<file path="config.mk">
export PLATFORM = sky130hd
export DESIGN_NAME = drf_core
export DESIGN_NICKNAME = d
export VERILOG_FILES = /design/src/inc/drf_pkg.sv /design/src/rtl/drf_core.sv
export SDC_FILE = /design/constraint.sdc
export NUM_CORES = 1
export LEC_CHECK = 0
export BUFFER_PORTS_ARGS = -buffer_cell sky130_fd_sc_hd__buf_2
export CAP_MARGIN = 25
export CORE_ASPECT_RATIO = 1.5
export CORE_MARGIN = 5
export CORE_UTILIZATION = 48
export CTS_CLUSTER_SIZE = 10
export DETAILED_ROUTE_END_ITERATION = 6
export GPL_ROUTABILITY_DRIVEN = 1
export HOLD_SLACK_MARGIN = 0.03
export PLACE_DENSITY = 0.73
export REMOVE_ABC_BUFFERS = 1
export SETUP_SLACK_MARGIN = 0.15
export SYNTH_ARGS = -nofsm -noshare
export SYNTH_HDL_FRONTEND = slang
export SYNTH_SLANG_ARGS = --single-unit
</file>
<file path="constraint.sdc">
create_clock -name aclk -period 2.7 [get_ports aclk]
set_input_delay 0.27 -clock aclk [delete_from_list [all_inputs] [get_ports aclk]]
set_output_delay 0.27 -clock aclk [all_outputs]
set_load 0.1 [all_outputs]
</file>
<file path="src/inc/drf_pkg.sv">
// Function
// RULE_01 - controller times write-to-read spacing from first edge after last write beat
// RULE_02 - controller waits write recovery after last write data before precharge
// RULE_03 - burst field value 10 makes reads and writes fixed four-beat chops
// RULE_04 - cs, ras, cas low, we high, cke high decodes refresh
// RULE_05 - controller precharges all banks and waits precharge time before refresh
// RULE_06 - refresh rows come from internal counter; banks end precharged idle
// RULE_07 - controller issues only nop or deselect until refresh cycle time passes
// RULE_08 - controller postpones at most eight refreshes; gap under nine intervals
// RULE_09 - at most eight refreshes pulled in for credit
// RULE_10 - controller issues at most sixteen refreshes in two intervals
// RULE_11 - refresh debt frozen through self-refresh; total postponement at most eight
// RULE_12 - cs, ras, cas, cke low with we high decodes self-refresh entry
// RULE_13 - controller enters self-refresh only from idle with timings met
// RULE_14 - controller turns termination off before self-refresh entry
// RULE_15 - cke held low keeps self-refresh; only cke and reset matter
// RULE_16 - dll enabled mode: dll off on entry, reset and on at exit
// RULE_17 - device refreshes within cke period then from its own timer
// RULE_18 - controller stays in self-refresh at least the minimum residency
// RULE_19 - controller changes clock only after entry delay, restores before exit
// RULE_20 - exit is cke high with nop; exit delays before further commands
// RULE_21 - controller delays first write or leveling 512 clocks after exit
// RULE_22 - cke high and termination off through exit period; re-entry needs refresh
// RULE_23 - controller keeps signed refresh debt between minus and plus eight
package drf_pkg;
	localparam int CLK_MHZ = 100;
	localparam int TRFC_NS = 260;
	localparam int TRFC_CYC = (TRFC_NS * CLK_MHZ + 999) / 1000;
	localparam int TCKE_NS = 5;
	localparam int TCKE_CYC = (TCKE_NS * CLK_MHZ) / 1000 < 1 ? 1
		: (TCKE_NS * CLK_MHZ) / 1000;
	localparam int TREFI_NS = 7800;
	localparam int TREFI_CYC = (TREFI_NS * CLK_MHZ) / 1000;
	localparam int NUM_BANKS = 8;
	localparam int ROW_W = 15;
	localparam logic [1:0] BL_CHOP4 = 2'h2;
	localparam logic [7:0] REG_CTRL = 8'h00;
	localparam logic [7:0] REG_STAT = 8'h04;
	localparam logic [7:0] REG_ROW = 8'h08;
	localparam logic [7:0] REG_CNT = 8'h0C;
	localparam int CTRL_BL_LSB = 0;
	localparam int CTRL_DLLDIS_BIT = 2;
	localparam logic [31:0] CTRL_RESET = 32'h0000_0000;
	localparam logic [1:0] RESP_OKAY = 2'h0;
	localparam logic [1:0] RESP_SLVERR = 2'h2;

	typedef enum logic [1:0] {
		ST_IDLE = 2'b00,
		ST_REFRESH = 2'b01,
		ST_SELF = 2'b10
	} drf_state_type;

	typedef struct packed {
		logic cs_n;
		logic ras_n;
		logic cas_n;
		logic we_n;
		logic cke;
	} drf_cmd_type;
endpackage

</file>
<file path="src/rtl/drf_core.sv">
// The AXI4-Lite register port and the placing of the registers were chosen for this implementation.
`timescale 1ns/1ps
module drf_core #(
	parameter int TREFI_CYCLES = drf_pkg::TREFI_CYC
) (
	input  wire logic               aclk,
	input  wire logic               aresetn,
	input  wire drf_pkg::drf_cmd_type cmd_pins,
	input  wire logic               rst_pin_n,
	output logic                    busy_refresh,
	output logic                    in_self_refresh,
	output logic                    dll_on,
	output logic                    dll_reset_pulse,
	output logic                    burst_chop,
	output logic [14:0]             refresh_row,
	input  wire logic [31:0]        s_axi_awaddr,
	input  wire logic               s_axi_awvalid,
	output logic                    s_axi_awready,
	input  wire logic [31:0]        s_axi_wdata,
	input  wire logic [3:0]         s_axi_wstrb,
	input  wire logic               s_axi_wvalid,
	output logic                    s_axi_wready,
	output logic [1:0]              s_axi_bresp,
	output logic                    s_axi_bvalid,
	input  wire logic               s_axi_bready,
	input  wire logic [31:0]        s_axi_araddr,
	input  wire logic               s_axi_arvalid,
	output logic                    s_axi_arready,
	output logic [31:0]             s_axi_rdata,
	output logic [1:0]              s_axi_rresp,
	output logic                    s_axi_rvalid,
	input  wire logic               s_axi_rready
);
	import drf_pkg::*;

	// pin synchroniser, three stages; second and third must agree
	drf_cmd_type cmd_s1_reg, cmd_s2_reg, cmd_s3_reg, cmd_reg;
	logic        rst_s1_reg, rst_s2_reg, rst_s3_reg, rst_ok_reg;
	always_ff @(posedge aclk) begin
		if (!aresetn) begin
			cmd_s1_reg <= '{1'b1, 1'b1, 1'b1, 1'b1, 1'b0};
			cmd_s2_reg <= '{1'b1, 1'b1, 1'b1, 1'b1, 1'b0};
			cmd_s3_reg <= '{1'b1, 1'b1, 1'b1, 1'b1, 1'b0};
			cmd_reg    <= '{1'b1, 1'b1, 1'b1, 1'b1, 1'b0};
			rst_s1_reg <= 1'b0;
			rst_s2_reg <= 1'b0;
			rst_s3_reg <= 1'b0;
			rst_ok_reg <= 1'b0;
		end else begin
			cmd_s1_reg <= cmd_pins;
			cmd_s2_reg <= cmd_s1_reg;
			cmd_s3_reg <= cmd_s2_reg;
			if (cmd_s2_reg == cmd_s3_reg)
				cmd_reg <= cmd_s3_reg;
			rst_s1_reg <= rst_pin_n;
			rst_s2_reg <= rst_s1_reg;
			rst_s3_reg <= rst_s2_reg;
			if (rst_s2_reg == rst_s3_reg)
				rst_ok_reg <= rst_s3_reg;
		end
	end

	// one decoded command per filtered change; avoids repeat decodes
	drf_cmd_type prev_cmd_reg;
	logic        cmd_new;
	always_ff @(posedge aclk) begin
		if (!aresetn)
			prev_cmd_reg <= '{1'b1, 1'b1, 1'b1, 1'b1, 1'b0};
		else
			prev_cmd_reg <= cmd_reg;
	end
	assign cmd_new = (cmd_reg != prev_cmd_reg) ||
		(!cmd_reg.cs_n && prev_cmd_reg.cs_n);

	logic dec_ref, dec_sre, dec_srx;
	// decode of refresh and self-refresh commands
	assign dec_ref = cmd_new && !cmd_reg.cs_n && !cmd_reg.ras_n &&
		!cmd_reg.cas_n && cmd_reg.we_n && cmd_reg.cke; // RULE_04
	assign dec_sre = cmd_new && !cmd_reg.cs_n && !cmd_reg.ras_n &&
		!cmd_reg.cas_n && cmd_reg.we_n && !cmd_reg.cke; // RULE_12
	assign dec_srx = cmd_reg.cke &&
		(cmd_reg.cs_n || (cmd_reg.ras_n && cmd_reg.cas_n && cmd_reg.we_n));

	// software-visible control and status words
	logic [31:0]   ctrl_reg;
	logic [31:0]   ref_cnt_reg;

	// sequencing state; one refresh timer shared by both refresh kinds
	drf_state_type state_reg;
	logic [15:0]   cyc_reg;
	logic [15:0]   self_tmr_reg;
	logic [14:0]   row_reg;
	logic          busy_reg;
	logic          self_reg;
	logic          dll_reg;
	logic          dllrst_reg;
	logic          chop_reg;

	// handshake terms of the command decode and the bus
	logic          ext_ref_go;
	logic          int_ref_go;
	logic          sre_go;
	logic          srx_go;
	logic          wr_go;
	logic          rd_go;

	// cuts an int timing count down to the counter width
	function automatic logic [15:0] cnt16(input int v);
		return v[15:0];
	endfunction

	// true when a bus address names one register word exactly
	function automatic logic addr_hit(
		input logic [31:0] a,
		input logic [7:0]  off
	);
		return (a[31:8] == 24'h000000) && (a[7:0] == off);
	endfunction

	// refresh only from idle and with no refresh still running
	assign ext_ref_go = (state_reg == ST_IDLE) && dec_ref &&
		(cyc_reg == 16'h0000); // RULE_04
	// internal refresh when the self-refresh timer runs out
	assign int_ref_go = (state_reg == ST_SELF) &&
		(self_tmr_reg == 16'h0001) && (cyc_reg == 16'h0000); // RULE_17
	// entry and exit; the two decodes differ in cke so never clash
	assign sre_go = (state_reg == ST_IDLE) && dec_sre; // RULE_12
	assign srx_go = (state_reg == ST_SELF) && dec_srx; // RULE_15

	// command state: idle, external refresh or self-refresh
	always_ff @(posedge aclk) begin
		if (!aresetn || !rst_ok_reg) begin
			state_reg <= ST_IDLE;
		end else begin
			case (state_reg)
				ST_IDLE: begin
					if (ext_ref_go)
						state_reg <= ST_REFRESH; // RULE_04
					else if (sre_go)
						state_reg <= ST_SELF; // RULE_12
				end
				ST_REFRESH: begin
					// every command is ignored until the cycle ends
					if (cyc_reg == 16'h0001)
						state_reg <= ST_IDLE; // RULE_06
				end
				ST_SELF: begin
					// pins other than cke are noise while cke stays low
					if (srx_go)
						state_reg <= ST_IDLE; // RULE_15
				end
				default: begin
					state_reg <= ST_IDLE;
				end
			endcase
		end
	end

	// refresh cycle timer; keeps running after exit, which tXS covers
	always_ff @(posedge aclk) begin
		if (!aresetn || !rst_ok_reg) begin
			cyc_reg  <= 16'h0000;
			busy_reg <= 1'b0;
		end else if (ext_ref_go || int_ref_go) begin
			cyc_reg  <= cnt16(TRFC_CYC);
			busy_reg <= 1'b1;
		end else if (cyc_reg != 16'h0000) begin
			cyc_reg  <= cyc_reg - 16'h0001;
			busy_reg <= (cyc_reg != 16'h0001);
		end
	end

	// self-refresh timer: first tick after tCKE, then once an interval
	// limitation: it runs on aclk, so a halted clock halts it too
	always_ff @(posedge aclk) begin
		if (!aresetn || !rst_ok_reg) begin
			self_tmr_reg <= 16'h0000;
		end else if (sre_go) begin
			self_tmr_reg <= cnt16(TCKE_CYC); // RULE_17
		end else if (state_reg == ST_SELF) begin
			if (self_tmr_reg == 16'h0001)
				self_tmr_reg <= cnt16(TREFI_CYCLES); // RULE_17
			else
				self_tmr_reg <= self_tmr_reg - 16'h0001;
		end else begin
			self_tmr_reg <= 16'h0000;
		end
	end

	// row counter of its own; address pins take no part in refresh
	always_ff @(posedge aclk) begin
		if (!aresetn)
			row_reg <= 15'h0000;
		else if (ext_ref_go || int_ref_go)
			row_reg <= row_reg + 15'h0001; // RULE_06
	end

	// running count of refreshes done, both kinds
	always_ff @(posedge aclk) begin
		if (!aresetn)
			ref_cnt_reg <= 32'h00000000;
		else if (ext_ref_go || int_ref_go)
			ref_cnt_reg <= ref_cnt_reg + 32'h00000001;
	end

	// self-refresh flag, set and cleared on the state's own edges
	always_ff @(posedge aclk) begin
		if (!aresetn || !rst_ok_reg)
			self_reg <= 1'b0;
		else if (sre_go)
			self_reg <= 1'b1; // RULE_12
		else if (srx_go)
			self_reg <= 1'b0; // RULE_15
	end

	// dll follows self-refresh when enabled, and only then does exit bring a reset pulse
	always_ff @(posedge aclk) begin
		if (!aresetn) begin
			dll_reg    <= !CTRL_RESET[CTRL_DLLDIS_BIT];
			dllrst_reg <= 1'b0;
		end else begin
			dllrst_reg <= 1'b0;
			if (ctrl_reg[CTRL_DLLDIS_BIT]) begin
				dll_reg <= 1'b0;
			end else if (sre_go) begin
				dll_reg <= 1'b0; // RULE_16
			end else if (srx_go) begin
				dll_reg    <= 1'b1; // RULE_16
				dllrst_reg <= 1'b1; // RULE_16
			end else if (!dll_reg && state_reg != ST_SELF) begin
				// software enabled it again: relock with a reset too
				dll_reg    <= 1'b1;
				dllrst_reg <= 1'b1;
			end
		end
	end

	// burst field decode, registered so the output comes from a flop
	always_ff @(posedge aclk) begin
		if (!aresetn)
			chop_reg <= 1'b0;
		else
			chop_reg <= (ctrl_reg[CTRL_BL_LSB +: 2] == BL_CHOP4); // RULE_03
	end

	// write side: address and data taken together, one write at a time
	assign wr_go         = s_axi_awvalid && s_axi_wvalid && !s_axi_bvalid;
	assign s_axi_awready = wr_go;
	assign s_axi_wready  = wr_go;

	// control word; only the burst and dll fields are writable
	always_ff @(posedge aclk) begin
		if (!aresetn) begin
			ctrl_reg <= CTRL_RESET;
		end else if (wr_go && s_axi_wstrb[0] &&
			addr_hit(s_axi_awaddr, REG_CTRL)) begin
			ctrl_reg[CTRL_BL_LSB +: 2] <= s_axi_wdata[CTRL_BL_LSB +: 2];
			ctrl_reg[CTRL_DLLDIS_BIT]  <= s_axi_wdata[CTRL_DLLDIS_BIT];
		end
	end

	// write response; writes to status words are refused
	always_ff @(posedge aclk) begin
		if (!aresetn) begin
			s_axi_bvalid <= 1'b0;
			s_axi_bresp  <= RESP_OKAY;
		end else if (wr_go) begin
			s_axi_bvalid <= 1'b1;
			if (addr_hit(s_axi_awaddr, REG_CTRL))
				s_axi_bresp <= RESP_OKAY;
			else
				s_axi_bresp <= RESP_SLVERR;
		end else if (s_axi_bready) begin
			s_axi_bvalid <= 1'b0;
		end
	end

	// read side: one read at a time, answered the cycle after it is taken
	assign rd_go         = s_axi_arvalid && !s_axi_rvalid;
	assign s_axi_arready = !s_axi_rvalid;

	// read data and response; unknown words read zero with an error
	always_ff @(posedge aclk) begin
		if (!aresetn) begin
			s_axi_rvalid <= 1'b0;
			s_axi_rdata  <= 32'h00000000;
			s_axi_rresp  <= RESP_OKAY;
		end else if (rd_go) begin
			s_axi_rvalid <= 1'b1;
			s_axi_rresp  <= RESP_OKAY;
			if (s_axi_araddr[31:8] != 24'h000000) begin
				s_axi_rdata <= 32'h00000000;
				s_axi_rresp <= RESP_SLVERR;
			end else begin
				case (s_axi_araddr[7:0])
					REG_CTRL: begin
						s_axi_rdata <= ctrl_reg;
					end
					REG_STAT: begin
						s_axi_rdata <= {29'h00000000, dll_reg, self_reg,
							busy_reg};
					end
					REG_ROW: begin
						s_axi_rdata <= {17'h00000, row_reg};
					end
					REG_CNT: begin
						s_axi_rdata <= ref_cnt_reg;
					end
					default: begin
						s_axi_rdata <= 32'h00000000;
						s_axi_rresp <= RESP_SLVERR;
					end
				endcase
			end
		end else if (s_axi_rready) begin
			s_axi_rvalid <= 1'b0;
		end
	end

	// outputs straight from their flops
	assign busy_refresh    = busy_reg;
	assign in_self_refresh = self_reg;
	assign dll_on          = dll_reg;
	assign dll_reset_pulse = dllrst_reg;
	assign burst_chop      = chop_reg;
	assign refresh_row     = row_reg;
endmodule

</file>
==> results.json, run 1 <==
{
  "critPathKind": "register to register",
  "viasPerCell": 5.50,
  "antenna_found_initial": 0,
  "slowest_stage": "or3b_4",
  "grt_max_degree": 121,
  "period_share_pct": 88.9,
  "path_cells": "inv_1 -> ha_1 -> or3b_4 -> nor3_4 -> buf_6 -> nand4_4 -> a2111oi_2 -> mux2i_1",
  "worst_pin_slew_ns": 0.741,
  "num_antenna_cells": 0,
  "grt-ovfl-total": 0,
  "finalHoldWorstSlack_ns": 0.0548,
  "synth_cell_types": 62,
  "die_area_mm2": 0.0180,
  "startpoint_type": "register",
  "avgSynthCellArea_um2": 9.25,
  "fin_skew_ns": 0.00882,
  "total_power_mw": 5.09,
  "drt-total-wl_mm": 17.5,
  "grt_pass1_vias": 5928,
  "port-buffer-count": 139,
  "crit_fanout": 8,
  "rows": 55,
  "status": "finished, final reports clean",
  "gp_congestion": 0.848,
  "endpoint_kind": "register",
  "synth_area_mm2": 0.00738,
  "r2r-start": "cyc_reg[0]",
  "ys_ff_latch": 154,
  "clock-sinks": 154,
  "die_w_um": 111,
  "p_leak_nw": 3.39,
  "fmax_mhz": 417,
  "async_flop_share_pct": 0,
  "peakVddDrop_uv": 358,
  "setup_slack_ns": 0.301,
  "start_util_pct": 48.8,
  "fp.dieH_um": 162,
  "cts_max_level": 4,
  "finalHoldViolCount": 0,
  "yosysWarnings": 0,
  "drtPass1Iterations": 5,
  "critPathLaunch": "cyc_reg[0]",
  "drt-wirelength-per-cell_um": 15.4,
  "grt_pass1_wl_mm": 29.1,
  "preCtsSetupSlack_ns": 0.205,
  "grt_usage_pct": 19.3,
  "insertion_delay_ns": 0.42,
  "synthCells": 798,
  "cts-root-buf": "clkbuf_16",
  "cts_tree": "yes",
  "period_minus_slack_ns": 2.40,
  "syn_to_final_growth_pct": 21.0,
  "maxCapViolCount": 0,
  "post-dp-hpwl_mm": 12.2,
  "cpPeakStageDelay_ns": 0.43,
  "max_slew_margin_pct": 50.5,
  "hp-class": "input port to register",
  "drt_iter0_drc": 275,
  "clk_path_buf_depth": 2,
  "synth-edff-count": 0,
  "powerDensity_mw_per_mm2": 570,
  "cts_buffers": 17,
  "holdCritStartpoint": "cmd_pins[1]",
  "fin_util_pct": 59.0,
  "crit_arrival_ns": 2.74,
  "final_antenna_net_count": 0,
  "core_mm2": 0.0151,
  "drc": 0,
  "place_area_mm2": 0.00826,
  "drv_slew": 0,
  "crit_required_ns": 3.04,
  "rsz0062_at_grt": "yes",
  "critPathBufInv": 2,
  "nNetsFinal": 1045,
  "finalInstanceArea_mm2": 0.00893,
  "ios": 174,
  "setup_violations": 0,
  "vias": 6251,
  "synth-main-ff-cell": "dfxtp_1",
  "clkTransAtPathRegs_ns": 0.06,
  "layout-drive-gt1-share_pct": 25.2,
  "cp_top_family": "simple AND/OR/NAND/NOR gates",
  "ys_seq_area_share_pct": 41.8
}
## what timing repair did
item                                   CTS  global route
resized for setup                        0             5
endpoints found under the hold margin    1             0
buffers inserted                         0             2
setup endpoints to repair                0            40
hold buffers                             1             0
## layout make-up
| cell class | instances | area [µm²] |
|---|---|---|
| timing repair buffer | 160 | 891 |
| fill | 1335 | 6210 |
| tap | 199 | 249 |
| inverter | 20 | 75.1 |
| clock buffer | 22 | 464 |
| multi-input combinational | 572 | 4010 |
| sequential | 154 | 3080 |
| clock inverter | 10 | 164 |
## routing by layer
layer | track usage, % | up-vias | part of all wire, %
li1 | - | 3118 | -
met1 | 23.0 | 2938 | 43
met2 | 34.6 | 174 | 51
met3 | 4.06 | 21 | 4.7
met4 | 6.31 | 0 | 1.7
met5 | 0 | - | 0
## where the power goes
| part | total, mW | switching [mW] | leakage [nW] | internal (mW) |
|---|---|---|---|---|
| combinational | 0.260 | 0.167 | 1.84 | 0.0934 |
| clock | 2.53 | 0.928 | 0.305 | 1.60 |
| sequential | 2.30 | 0.00856 | 1.24 | 2.29 |
| total | 5.09 | 1.10 | 3.39 | 3.99 |
## worst register-to-register path: cells and delay by family (launching register included)
kind	cells	cell delay [ns]
and+or+nand+nor	3	0.93
AOI/OAI and AO/OA	1	0.38
DFF	1	0.34
buffers and inverters	2	0.25
muxes	1	0.25
adders and majority gates	1	0.18
## placed cells by master (no fill, tap or decap), types with 21 or more instances in the layout
cell / Yosys / final
o21ai_0: 21 / 21
buf_2: 10 / 138
nand2_1: 96 / 96
nand2b_1: 58 / 58
mux2i_1: 65 / 65
nor2_1: 25 / 25
nor2b_1: 27 / 27
nand3_1: 26 / 26
dfxtp_1: 154 / 154
a211oi_1: 25 / 24
## per-stage QoR
| stage | cells | TNS (ns) |
|---|---|---|
| 2_1_floorplan | 746 | -110.02 |
| 3_3_place_gp | 1102 | 0 |
| 3_5_place_dp | 1102 | 0 |
| 4_1_cts | 1135 | 0 |
| 5_1_grt | 1137 | 0 |
| 6_report | 1137 | 0 |
## synth_stat cells, drive strengths merged, types with 3 or more instances
| library cell | count | area (µm²) |
|---|---|---|
| o211ai | 6 | 45.0 |
| clkbuf | 37 | 140 |
| nand2 | 97 | 367 |
| xnor2 | 13 | 114 |
| nand3 | 26 | 130 |
| nor4 | 20 | 146 |
| or4 | 8 | 68.8 |
| a31oi | 3 | 18.8 |
| nor2 | 25 | 93.8 |
| mux2i | 65 | 651 |
| inv | 20 | 75.1 |
| a21oi | 17 | 96.4 |
| nor2b | 27 | 169 |
| a211o | 3 | 26.3 |
| ha | 7 | 87.6 |
| xor2 | 8 | 70.1 |
| nand2b | 58 | 363 |
| nand3b | 4 | 30.0 |
| a2111oi | 22 | 362 |
| and2 | 8 | 50.1 |
| mux4 | 3 | 67.6 |
| or3 | 10 | 65.1 |
| buf | 16 | 91.3 |
| nand4 | 22 | 159 |
| o21ai | 21 | 105 |
| a22oi | 20 | 150 |
| a211oi | 25 | 188 |
| dfxtp | 154 | 3080 |
| or2 | 7 | 43.8 |
| nor3 | 19 | 111 |
| nor4b | 3 | 26.3 |
| and3 | 3 | 18.8 |
| o31ai | 6 | 45.0 |
## final timing paths
kind                                         to  slack [ns]  cells past startpoint
worst max-delay path            ref_cnt_reg[27]        0.30                      8
worst min-delay path              cmd_s1_reg[1]        0.05                      2
worst max register to register  ref_cnt_reg[27]        0.30                      8
worst min register to register    cmd_s2_reg[1]        0.41                      1
## cell families after synthesis
family | synth area share (%)
simple gates | 25.9
flops | 41.8
compound gates | 14.7
buf+inv | 4.15
mux | 9.73
xor+xnor | 2.49
fa+ha+maj | 1.19
other cells | 0.0508
(Power assumes the default switching activity.)
==> run 2, diff against run 1 <==
- RECOVER_POWER: default -> 100
==> run 2 against run 1 <==
Net effect: largest cell class unchanged; combinational power about the same; global-route usage is the same; the run now ends with capacitance limit, slew limit left; setup slack worse by 0.095 ns.
==> results.json, run 2 (synthesis results as in run 1) <==
{
  "syn_to_final_growth_pct": 18.0,
  "setup_slack_ns": 0.205,
  "crit_fanout": 8,
  "cts-root-buf": "clkbuf_16",
  "preCtsSetupSlack_ns": 0.205,
  "p_leak_nw": 3.11,
  "rows": 55,
  "slowest_stage": "a2111oi_0",
  "pwr-share-seq_pct": 45.3,
  "crit_arrival_ns": 2.84,
  "final_antenna_net_count": 0,
  "grt_pass1_vias": 5928,
  "grt-ovfl-total": 0,
  "clkPwrFrac_pct": 49.7,
  "vias": 6272,
  "insertion_delay_ns": 0.41,
  "cts_tree": "yes",
  "fin_util_pct": 57.6,
  "hp-class": "input port to register",
  "num_antenna_cells": 0,
  "nNetsFinal": 1045,
  "antenna_found_initial": 0,
  "die_w_um": 111,
  "clk_path_buf_depth": 2,
  "grt_max_degree": 121,
  "setup_tns_ns": 0,
  "fmax_mhz": 401,
  "die_area_mm2": 0.0180,
  "drt_iter0_drc": 306,
  "cpPeakStageDelay_ns": 0.51,
  "drt-wirelength-per-cell_um": 15.5,
  "finalHoldWorstSlack_ns": 0.0561,
  "fin_skew_ns": 0.00854,
  "port-buffer-count": 139,
  "period_share_pct": 92.4,
  "ios": 174,
  "viasPerCell": 5.52,
  "peakVddDrop_uv": 358,
  "powerDensity_mw_per_mm2": 583,
  "gp_congestion": 0.848,
  "clock-sinks": 154,
  "fp.dieH_um": 162,
  "layout-drive-gt1-share_pct": 16.5,
  "worst_pin_slew_ns": 1.93,
  "grt_pass1_wl_mm": 29.1,
  "startpoint_type": "register",
  "finalHoldViolCount": 0,
  "grt_usage_pct": 19.3,
  "drv_slew": 121,
  "crit_required_ns": 3.04,
  "status": "finished, violations left",
  "clkTransAtPathRegs_ns": 0.06,
  "core_mm2": 0.0151,
  "max_slew_margin_pct": -28.9,
  "start_util_pct": 48.8,
  "path_cells": "inv_1 -> ha_1 -> or3b_4 -> nor3_4 -> buf_6 -> nand4_4 -> a2111oi_0 -> mux2i_1",
  "cts_buffers": 17,
  "setup_violations": 0,
  "drtPass1Iterations": 5,
  "internal-power_mw": 3.98,
  "drc": 0,
  "maxCapViolCount": 1,
  "violations": "capacitance limit, slew limit",
  "endpoint_kind": "register",
  "layout_common_cells": "dfxtp_1, nand2_1, buf_2, clkbuf_1, mux2i_1",
  "cts_max_level": 4,
  "rsz0062_at_grt": "yes",
  "period_minus_slack_ns": 2.49,
  "layout_commonest_cell": "dfxtp_1",
  "switchingPower_mw": 1.10,
  "pwr-share-comb_pct": 5.1,
  "total_power_mw": 5.08,
  "critPathKind": "register to register",
  "drt-total-wl_mm": 17.6,
  "post-dp-hpwl_mm": 12.2,
  "swShare_pct": 21.6
}
run 2: area by class of cell:
class                      instances  area (µm²)
sequential                       154        3080
multi-input combinational        572        3900
timing repair buffer             160         777
fill                            1388        6420
tap                              199         249
clock inverter                    10         164
clock buffer                      22         464
inverter                          20        75.1
run 2: per-layer routing:
layer  vias up  wire length [µm]  GRT usage [%]
met3        28               849           4.06
met4         0               322           6.31
met2       170              8880           34.6
met1      2951              7520           23.0
met5         -                 0              0
li1       3123                 -              -
run 2: final timing paths:
check	end	cells after the start	startpoint	slack, ns
max	ref_cnt_reg[25]	8	cyc_reg[0]	0.21
min	cmd_s1_reg[2]	2	cmd_pins[2]	0.06
max reg2reg	ref_cnt_reg[25]	8	cyc_reg[0]	0.21
min reg2reg	cmd_s2_reg[2]	1	cmd_s1_reg[2]	0.41
run 2: per-stage QoR:
step           area, µm²  instances
2_1_floorplan       7160        746
3_3_place_gp        8260       1102
3_5_place_dp        8260       1102
4_1_cts             8900       1135
5_1_grt             8710       1137
6_report            8710       1137
run 2: timing repair:
item                                    4_1_cts  5_1_grt
hold buffers                                  1        0
hold endpoints to repair                      1        0
setup buffers                                 0        2
resized for setup                             0        5
endpoints found under the setup margin        0       40
run 2: worst max-delay path: cells and delay by family, from the launching register on:
family,cells,cell delay [ns]
buffers and inverters,2,0.25
multiplexers,1,0.24
AND/OR/NAND/NOR,3,0.90
adder cells (fa/ha/maj),1,0.18
AO/OA/AOI/OAI,1,0.51
flip-flops,1,0.34
run 2: power by group through the flow:
| stage | Sequential, mW | Clock [mW] | Combinational [mW] |
|---|---|---|---|
| floorplan | 2.38 | 0 | 0.105 |
| global placement | 2.35 | 0 | 0.258 |
| detailed placement | 2.35 | 0 | 0.261 |
| CTS | 2.30 | 2.57 | 0.264 |
| global route | 2.30 | 2.67 | 0.281 |
| finish | 2.30 | 2.52 | 0.257 |
